===== config.mk =====
export PLATFORM = sky130hd
export DESIGN_NAME = ebt_top
export DESIGN_NICKNAME = d
export VERILOG_FILES = /design/src/rtl/ebt_pkg.sv /design/src/rtl/ebt_cnt.sv /design/src/rtl/ebt_top.sv
export SDC_FILE = /design/constraint.sdc
export NUM_CORES = 1
export LEC_CHECK = 0
export BUFFER_PORTS_ARGS = -buffer_cell sky130_fd_sc_hd__buf_2
export CAP_MARGIN = 20
export CORE_MARGIN = 2
export CORE_UTILIZATION = 30
export DETAILED_ROUTE_END_ITERATION = 12
export GPL_TIMING_DRIVEN = 0
export PLACE_DENSITY = 0.53
export SLEW_MARGIN = 0
export SYNTH_ARGS = -nofsm -noshare
export SYNTH_HDL_FRONTEND = slang
export SYNTH_HIERARCHICAL = 1
export SYNTH_SLANG_ARGS = --single-unit

===== constraint.sdc =====
create_clock -name hclk -period 3.55 [get_ports hclk]
set_input_delay 0.8875 -clock hclk [delete_from_list [all_inputs] [get_ports hclk]]
set_output_delay 0.8875 -clock hclk [all_outputs]
set_load 0.05 [all_outputs]

===== src/rtl/ebt_pkg.sv =====
// Package with register map, field layout and types of the external bus timing block.
package ebt_pkg;
	localparam logic [7:0] EBT_OFF_TIMING    = 8'h00;
	localparam logic [7:0] EBT_OFF_CONFIG    = 8'h04;
	localparam logic [7:0] EBT_OFF_PAGE      = 8'h08;
	localparam logic [7:0] EBT_OFF_CMD       = 8'h0c;
	localparam logic [7:0] EBT_OFF_STATUS    = 8'h10;
	localparam logic [7:0] EBT_OFF_RDATA     = 8'h14;
	localparam logic [7:0] EBT_TIMING_RESET  = 8'hff;
	localparam logic [4:0] EBT_CONFIG_RESET  = 5'h1f;
	localparam logic [7:0] EBT_PAGE_RESET    = 8'h00;
	localparam int         EBT_SETUP_MSB     = 7;
	localparam int         EBT_SETUP_LSB     = 6;
	localparam int         EBT_WIDTH_MSB     = 5;
	localparam int         EBT_WIDTH_LSB     = 2;
	localparam int         EBT_HOLD_MSB      = 1;
	localparam int         EBT_HOLD_LSB      = 0;
	localparam int         EBT_MUXSEL_BIT    = 4;
	localparam int         EBT_MODE_MSB      = 4;
	localparam int         EBT_MODE_LSB      = 2;
	localparam int         EBT_OVERHEAD      = 4;
	localparam int         EBT_CMD_WRITE_BIT = 24;
	localparam int         EBT_CMD_WIDE_BIT  = 25;

	typedef struct packed {
		logic [15:0] addr;
		logic        addr_hi_en;
		logic [7:0]  wdata;
		logic        wdata_en;
		logic        ale;
		logic        rd_n;
		logic        wr_n;
	} ebt_pins_t;

	typedef struct packed {
		logic [1:0] setup;
		logic [3:0] width;
		logic [1:0] hold;
		logic [1:0] ale;
		logic       muxed;
	} ebt_timing_t;
endpackage


===== src/rtl/ebt_cnt.sv =====
// Down counter that paces one phase of an external bus cycle.
`timescale 1ns/1ns
`default_nettype none
module ebt_cnt #(
	parameter int W = 5
) (
	input  wire logic         hclk,    // System clock.
	input  wire logic         hresetn, // Asynchronous reset, active low.
	input  wire logic         load,    // Load a new phase length.
	input  wire logic [W-1:0] len,     // Phase length in clock periods minus one.
	output logic              done     // High in the last cycle of the phase.
);
	logic [W-1:0] cnt_reg;
	initial begin
		if (W < 5) $error("ebt_cnt: width too small");
	end
	always_ff @(posedge hclk or negedge hresetn) begin
		if (!hresetn) cnt_reg <= '0;
		else if (load) cnt_reg <= len;
		else if (cnt_reg != '0) cnt_reg <= cnt_reg - 1'b1;
	end
	assign done = (cnt_reg == '0);
endmodule
`default_nettype wire


===== src/rtl/ebt_top.sv =====
// External memory bus timing engine with an AHB-Lite register slave.
// Contract
// RL1: Modes 101, 110, 111 run 16-bit moves on separate address and data pins.
// RL2: Modes 101, 111 run 8-bit moves non-multiplexed with upper byte undriven.
// RL3: Mode 110 runs 8-bit moves non-multiplexed with upper byte from page.
// RL4: Modes 001, 010, 011 run 16-bit moves multiplexed on shared pins.
// RL5: Modes 001, 011 run 8-bit multiplexed moves with upper byte undriven.
// RL6: Mode 010 runs 8-bit multiplexed moves with upper byte from page.
// RL7: Timing register holds setup 7-6, width 5-2, hold 1-0, resets ff.
// RL8: Latch strobe stays high 1 to 4 clock periods in multiplexed cycles.
// RL9: Latch strobe stays low 1 to 4 periods after its high phase.
// RL10: Write data leads strobe end by 1 to 19 periods; multiplexed cycles also drive it through the latch low phase, up to 23.
// RL11: Write data stays driven 0 to 3 periods after strobe end.
// RL12: All timing counts whole system clock periods.
// RL13: Move length is setup plus width plus hold plus 4 periods; multiplexed moves also add the latch high and low phases.
// RL14: Latch codes 00 to 11 give 1 to 4 periods, only when multiplexed.
// RL15: Reset loads maximum setup and hold delays.
// RL16: Setup 0-3, strobe 1-16, hold 0-3 periods.
// RL17: Memory holds read data valid until the read strobe ends.
`timescale 1ns/1ns
`default_nettype none
module ebt_top
	import ebt_pkg::*;
(
	input  wire logic        hclk,      // System clock, 25 MHz.
	input  wire logic        hresetn,   // Asynchronous reset, active low.
	input  wire logic        hsel,      // Slave select.
	input  wire logic [7:0]  haddr,     // Byte address.
	input  wire logic [1:0]  htrans,    // Transfer type.
	input  wire logic        hwrite,    // Write when high.
	input  wire logic [2:0]  hsize,     // Transfer size.
	input  wire logic [31:0] hwdata,    // Write data.
	input  wire logic        hready,    // Bus ready in.
	output logic [31:0]      hrdata,    // Read data.
	output logic             hreadyout, // Slave ready.
	output logic             hresp,     // Response, always OKAY.
	output ebt_pkg::ebt_pins_t pins,    // External bus pins.
	input  wire logic [7:0]  data_in    // Data pins as read back.
);
	import ebt_pkg::*;

	typedef enum logic [2:0] {EBT_IDLE, EBT_ALEH, EBT_ALEL, EBT_SETUP, EBT_STROBE,
		EBT_HOLD, EBT_TAIL} ebt_state_t;

	ebt_state_t  state_reg, state_next;
	logic [7:0]  timing_reg;
	logic [4:0]  config_reg;
	logic [7:0]  page_reg;
	logic [7:0]  rdata_reg;
	logic [25:0] cmd_reg;
	// Write requests are remembered for one cycle, because the data phase follows the address.
	logic        wr_pend_reg;
	logic [7:0]  waddr_reg;
	logic [31:0] hrdata_reg;
	ebt_pins_t   pins_reg, pins_next;
	ebt_timing_t tm;
	logic        done;
	logic        load;
	logic [4:0]  len;
	// The command as it will stand once the current write lands.
	logic [25:0] cmd_cur;

	// The tail phase length is the overhead less the launch and strobe-end cycles.
	initial begin
		if (EBT_OVERHEAD < 2) begin
			$error("ebt_top: overhead too small for the tail phase");
		end
		if (EBT_OVERHEAD > 33) begin
			$error("ebt_top: overhead too large for the phase counter");
		end
	end

	// Timing fields decoded from the registers.
	assign tm.setup = timing_reg[EBT_SETUP_MSB:EBT_SETUP_LSB]; // [RL7]
	assign tm.width = timing_reg[EBT_WIDTH_MSB:EBT_WIDTH_LSB]; // [RL7]
	assign tm.hold  = timing_reg[EBT_HOLD_MSB:EBT_HOLD_LSB];   // [RL7]
	assign tm.ale   = config_reg[1:0];
	assign tm.muxed = ~config_reg[EBT_MUXSEL_BIT];             // [RL14]

	wire [2:0] mode      = config_reg[EBT_MODE_MSB:EBT_MODE_LSB];
	wire       mode_ok   = (mode != 3'b000) && (mode != 3'b100);
	// A move starts in the cycle the command lands, so the pins read the incoming word then.
	// Reading the stored word instead would launch the first cycle with the previous command.
	wire       cmd_wide  = cmd_cur[EBT_CMD_WIDE_BIT];
	wire       cmd_write = cmd_cur[EBT_CMD_WRITE_BIT];
	// Bank selection only in modes 110 and 010; 16-bit moves always drive the upper byte.
	wire       bank_sel  = (mode == 3'b110) || (mode == 3'b010);         // [RL3] [RL6]
	wire       hi_drive  = cmd_wide || bank_sel;                        // [RL1] [RL2] [RL5]
	wire [7:0] hi_byte   = cmd_wide ? cmd_cur[15:8] : page_reg;
	wire       busy      = (state_reg != EBT_IDLE);

	// Bus decode.
	wire       addr_ph   = hsel && hready && htrans[1];
	wire       wr_hit    = wr_pend_reg;
	wire       w_timing  = wr_hit && (waddr_reg == EBT_OFF_TIMING);
	wire       w_config  = wr_hit && (waddr_reg == EBT_OFF_CONFIG);
	wire       w_page    = wr_hit && (waddr_reg == EBT_OFF_PAGE);
	wire       w_cmd     = wr_hit && (waddr_reg == EBT_OFF_CMD) && !busy && mode_ok;
	assign cmd_cur = w_cmd ? hwdata[25:0] : cmd_reg;

	// Read decode on the address phase; unmapped offsets read as zero.
	wire        r_timing = (haddr == EBT_OFF_TIMING);
	wire        r_config = (haddr == EBT_OFF_CONFIG);
	wire        r_page   = (haddr == EBT_OFF_PAGE);
	wire        r_cmd    = (haddr == EBT_OFF_CMD);
	wire        r_status = (haddr == EBT_OFF_STATUS);
	wire        r_rdata  = (haddr == EBT_OFF_RDATA);
	logic [31:0] rd_mux;
	always_comb begin
		if (r_timing) begin
			rd_mux = {24'h0, timing_reg};
		end else if (r_config) begin
			rd_mux = {27'h0, config_reg};
		end else if (r_page) begin
			rd_mux = {24'h0, page_reg};
		end else if (r_cmd) begin
			rd_mux = {6'h0, cmd_reg};
		end else if (r_status) begin
			rd_mux = {31'h0, busy};
		end else if (r_rdata) begin
			rd_mux = {24'h0, rdata_reg};
		end else begin
			rd_mux = 32'h0;
		end
	end

	always_ff @(posedge hclk or negedge hresetn) begin
		if (!hresetn) begin
			wr_pend_reg <= 1'b0;
			waddr_reg   <= 8'h00;
			hrdata_reg  <= 32'h0;
		end else begin
			wr_pend_reg <= addr_ph && hwrite;
			if (addr_ph) waddr_reg <= haddr;
			if (addr_ph && !hwrite) hrdata_reg <= rd_mux;
		end
	end

	always_ff @(posedge hclk or negedge hresetn) begin
		if (!hresetn) begin
			timing_reg <= EBT_TIMING_RESET; // [RL15]
			config_reg <= EBT_CONFIG_RESET;
			page_reg   <= EBT_PAGE_RESET;
		end else begin
			if (w_timing) timing_reg <= hwdata[7:0]; // [RL7]
			if (w_config) config_reg <= hwdata[4:0];
			if (w_page) page_reg <= hwdata[7:0];
		end
	end

	always_ff @(posedge hclk or negedge hresetn) begin
		if (!hresetn) cmd_reg <= '0;
		else if (w_cmd) cmd_reg <= hwdata[25:0];
	end

	// Phase lengths minus one, in whole clock periods.
	always_comb begin
		state_next = state_reg;
		load       = 1'b0;
		len        = 5'd0;
		case (state_reg)
			EBT_IDLE: begin
				if (w_cmd) begin
					load = 1'b1;
					if (tm.muxed) begin
						state_next = EBT_ALEH;
						len        = {3'b000, tm.ale}; // [RL8] [RL14]
					end else if (tm.setup != 2'd0) begin
						state_next = EBT_SETUP;
						len        = {3'b000, tm.setup} - 5'd1;
					end else begin
						state_next = EBT_STROBE;
						len        = {1'b0, tm.width}; // [RL16]
					end
				end
			end
			EBT_ALEH: begin
				if (done) begin
					state_next = EBT_ALEL;
					load       = 1'b1;
					len        = {3'b000, tm.ale}; // [RL9]
				end
			end
			EBT_ALEL: begin
				if (done) begin
					load = 1'b1;
					if (tm.setup != 2'd0) begin
						state_next = EBT_SETUP;
						len        = {3'b000, tm.setup} - 5'd1;
					end else begin
						state_next = EBT_STROBE;
						len        = {1'b0, tm.width};
					end
				end
			end
			EBT_SETUP: begin
				if (done) begin
					state_next = EBT_STROBE;
					load       = 1'b1;
					len        = {1'b0, tm.width}; // [RL16] [RL12]
				end
			end
			EBT_STROBE: begin
				if (done) begin
					load = 1'b1;
					if (tm.hold != 2'd0) begin
						state_next = EBT_HOLD;
						len        = {3'b000, tm.hold} - 5'd1; // [RL11]
					end else begin
						state_next = EBT_TAIL;
						len        = 5'(EBT_OVERHEAD - 2);
					end
				end
			end
			EBT_HOLD: begin
				if (done) begin
					state_next = EBT_TAIL;
					load       = 1'b1;
					len        = 5'(EBT_OVERHEAD - 2); // [RL13]
				end
			end
			EBT_TAIL: begin
				if (done) state_next = EBT_IDLE;
			end
			default: state_next = EBT_IDLE;
		endcase
	end

	ebt_cnt #(.W(5)) u_cnt (
		.hclk    (hclk),
		.hresetn (hresetn),
		.load    (load),
		.len     (len),
		.done    (done)
	);

	// Pin values for the next cycle; write data leads the strobe by the setup phase, plus the latch low phase when multiplexed.
	always_comb begin
		pins_next            = pins_reg;
		pins_next.ale        = (state_next == EBT_ALEH);                      // [RL8]
		pins_next.rd_n       = !((state_next == EBT_STROBE) && !cmd_write);
		pins_next.wr_n       = !((state_next == EBT_STROBE) && cmd_write);
		pins_next.addr_hi_en = (state_next != EBT_IDLE) && hi_drive;            // [RL3] [RL6]
		if (state_next == EBT_ALEH) begin
			pins_next.addr     = {hi_byte, cmd_cur[7:0]};
			pins_next.wdata    = cmd_cur[7:0];                                // [RL4]
			pins_next.wdata_en = 1'b1;
		end else if (state_next == EBT_IDLE) begin
			pins_next.wdata_en = 1'b0;
		end else begin
			pins_next.addr     = {hi_byte, cmd_cur[7:0]};                       // [RL1]
			pins_next.wdata    = cmd_cur[23:16];
			pins_next.wdata_en = cmd_write && (state_next != EBT_TAIL);      // [RL10] [RL11]
		end
	end

	always_ff @(posedge hclk or negedge hresetn) begin
		if (!hresetn) begin
			state_reg <= EBT_IDLE;
			pins_reg  <= '{addr: 16'h0, addr_hi_en: 1'b0, wdata: 8'h0, wdata_en: 1'b0,
				ale: 1'b0, rd_n: 1'b1, wr_n: 1'b1};
			rdata_reg <= 8'h00;
		end else begin
			state_reg <= state_next;
			pins_reg  <= pins_next;
			// Read data sampled as the strobe ends.
			if (state_reg == EBT_STROBE && done && !cmd_write) rdata_reg <= data_in; // [RL17]
		end
	end

	assign pins      = pins_reg;
	assign hrdata    = hrdata_reg;
	assign hreadyout = 1'b1;
	assign hresp     = 1'b0;
endmodule
`default_nettype wire

==> results.md <==
* Clk root buf: clkbuf_16
* Sequential element share of the synthesized area at 54.02%
* ANT cells at 0
* Share of layout cells above drive strength 1 at 29.21%
* Initial antenna violation count at 0
* DRC at 0
* Final std cells w/o fill at about 980
* Clock Sinks at 127
* Initial Util at 30.51%
* Avg Inst Size Synth at approximately 10 µm²
* Fin Clk Skew at approximately 0.0094 ns
* Critical Path Slowest Stage Cell: nor2_1
* Sequential share of power at 35.2%
* Async S/R FF share, synth at 100.0%
* Synth area leaders: dfrtp_1, nand2_1, dfstp_2
* Synth area leader: dfrtp_1
* First-pass DRT Iterations at 5
* Core area at 19400 µm²
* Post-synth EDFFs at 0
* Final ANT Viol Nets at 0
* First-pass GRT wire length at 26.19 mm
* Util after Layout at a little under two fifths
* Delay-heaviest family, CP: simple AND/OR/NAND/NOR gates
* Finish-stage setup viols at 0
* Clock slew at reported path FFs at approximately 0.06 ns
* Total track usage at 16.95%
* Tmin final at 3.061 ns
* CP endpoint kind: register
* Place WS at between 0.5 and 0.6 ns
* CP Class: register to register
* Static leakage at 3.468 nW
* Met2 usage at 25.92%
* Worst path cell trace: inv_1 > ha_1 > nor4b_4 > o21ai_0 > o21a_1 > nor2_1 > clkbuf_1 > nand2_1 > o211ai_1
* Post-synth top cells: nand2_1, dfrtp_1, o21ai_0
* Startpoint types: register
* Critical Path AT at 3.40 ns
* Worst rel slew slack at approximately a third
* Final Net Count at 761
* Top-area cell type share of the netlist area at 47.36%
* Die Wd at ~140 µm
* Buffers on Ports at around 100
* Most instantiated library cell after synthesis: nand2_1
* Largest net degree at the start of global routing at 74
* Post-synth top flop: dfrtp_1
* Required @ worst endpoint at 3.88 ns
* Iteration-0 DRC Markers at slightly above 500
* Inst Count DP at 945
* Tightest Pin Transition at 1.025 ns
* Die ar. at 20870 µm²
* Worst VDD drop at 0.0003382 V
* Logic pwr share at 34.0%
* WL/cell at about 18 µm
* Max reg flops at 29
* Clk buf depth at 2
* Sw Ratio at 38.96%
* Biggest cell delay along the critical path at 0.53 ns
* Mapped cell area at roughly 5900 µm²
* Slew Viols, Final at 0
* Total of cells resized after clock tree synthesis at 0
* Worst skew pair latency at 0.42 ns
* Final worst-path cycle share at 86.24%
* P&R area growth vs syn at 24.74%
* DR vias/cell at 4.895
* Buffers plus inverters on the worst setup path at 2
* Internal power at between 3 and 4 mW
* CTS tree: yes
* Final hold vios at 0
* H-tree lvl count at 4
* Outcome: complete, no violations
* M3 GR Usage at ~4.0%
* Gpl congestion at 0.8538
* Die Y at around 140 µm
* Hold_buf cts at 0
* Setup crit start: u_cnt/cnt_reg[0]
* Mapped Cells at around 570
* Power per cell area at 717.1 nW/µm²
* Final wirelength at 17.17 mm
* Min setup slack post-route at 0.4886 ns
* Most Crowded Layer GR: met2
* Synth warnings at 6
* Synth cell types at 55
* Io pins at about 120
* GR Util met1 at a little under a quarter
* Achievable Freq at about 330 MHz
* RSZ-0062 raised after global routing: false
* Vias in the first global route at about 4700
* Switch Pwr at 2.062 mW
* Power share of the clock group at 30.8%
* Detailed Place HPWL at between 10 and 15 mm
* Postcts setup bufs at 0
* CTS Buf Count at 17
* Max_cap viols at 0
* Hold WC Path Type: input port to async pin
* Via Count at 4782
* GR Overflow Total at 0
* #FFs+latches synth at ~130
* Worst R2R Start: u_cnt/cnt_reg[0]
* Max FO, Critical Path at 10
* Row count at 51
stage by stage:
| step | power [mW] | setup TNS (ns) | hold WS [ns] | instance area (µm²) |
|---|---|---|---|---|
| 3_3_place_gp | 3.643 | -3.628 | 0.4477 | 6778 |
| 2_1_floorplan | 3.180 | 0 | 0.4564 | 5941 |
| 4_1_cts | 5.330 | 0 | 0.4382 | 7382 |
| 5_1_grt | 5.560 | 0 | 0.4486 | 7382 |
| 6_report | 5.294 | 0 | 0.4128 | 7382 |
| 3_5_place_dp | 3.683 | 0 | 0.4576 | 6828 |
final timing paths:
check	to	slack, ns	cells past startpoint
worst max-delay path	pins[11]	0.49	9
worst min-delay path	pins[2]	0.41	1
worst max register to register	pins[11]	0.49	9
worst min register to register	pins[28]	0.47	2
max in group asynchronous	pins[0]	2.35	2
min in group hclk	pins[28]	0.47	2
cell families (layout without fill, tap and decap cells):
group           count (synthesis)  after routing  share of synthesized area [%]
other cells                     2              8                         0.1269
compound gates                143            143                          16.51
buf+inv                        63            198                          4.630
fa+ha+maj                       4              4                         0.8457
mux                            43             43                          8.520
xor+xnor                        4              4                         0.5919
simple gates                  185            185                          14.76
flops                         127            127                          54.02
layout make-up:
class                           count  area (µm²)
Clock inverter                     10       90.09
Clock buffer                       22       464.2
Fill cell                        1983       12020
Buffer                             35       168.9
Sequential cell                   127        3197
Timing Repair Buffer              103       550.5
Multi-Input combinational cell    387        2475
Inverter                           28       105.1
Tap cell                          265       331.6
layer usage:
metal / wire [µm] / part of all wire, % / vias to the layer above
met5: 0 / 0 / -
met4: 223 / 1.3 / 0
li1: - / - / 2256
met3: 938 / 5.5 / 18
met1: 8243 / 48 / 2345
met2: 7767 / 45 / 163
power groups by stage:
| stage | Combinational (mW) | Sequential, mW | Clock [mW] |
|---|---|---|---|
| after floorplan | 0.858 | 2.32 | 0 |
| after global placement | 1.76 | 1.88 | 0 |
| after detailed placement | 1.80 | 1.89 | 0 |
| after CTS | 1.80 | 1.87 | 1.66 |
| after global routing | 1.95 | 1.89 | 1.72 |
| final | 1.80 | 1.87 | 1.63 |
cells in the final DEF, fill, tap and decap left out, drive strengths merged, types with 2 or more instances in the layout:
| cell type | Yosys | final |
|---|---|---|
| a21o | 11 | 11 |
| a21oi | 24 | 24 |
| a22o | 25 | 25 |
| a22oi | 3 | 3 |
| a31oi | 2 | 2 |
| a32oi | 2 | 2 |
| and2 | 3 | 3 |
| buf | 12 | 115 |
| clkbuf | 23 | 45 |
| clkinv | 0 | 6 |
| clkinvlp | 0 | 3 |
| conb | 2 | 8 |
| dfrtp | 112 | 112 |
| dfstp | 15 | 15 |
| ha | 4 | 4 |
| inv | 28 | 28 |
| mux2 | 35 | 35 |
| mux2i | 8 | 8 |
| nand2 | 120 | 120 |
| nand2b | 2 | 2 |
| nand3 | 5 | 5 |
| nand4 | 2 | 2 |
| nor2 | 23 | 23 |
| nor2b | 5 | 5 |
| nor3 | 11 | 11 |
| nor4 | 3 | 3 |
| nor4b | 2 | 2 |
| o211ai | 15 | 15 |
| o21ai | 37 | 37 |
| o221ai | 9 | 9 |
| o31ai | 7 | 7 |
| or3 | 2 | 2 |
| or4 | 2 | 2 |
| xnor2 | 4 | 4 |
No activity file was read; power rests on OpenSTA's default activity.
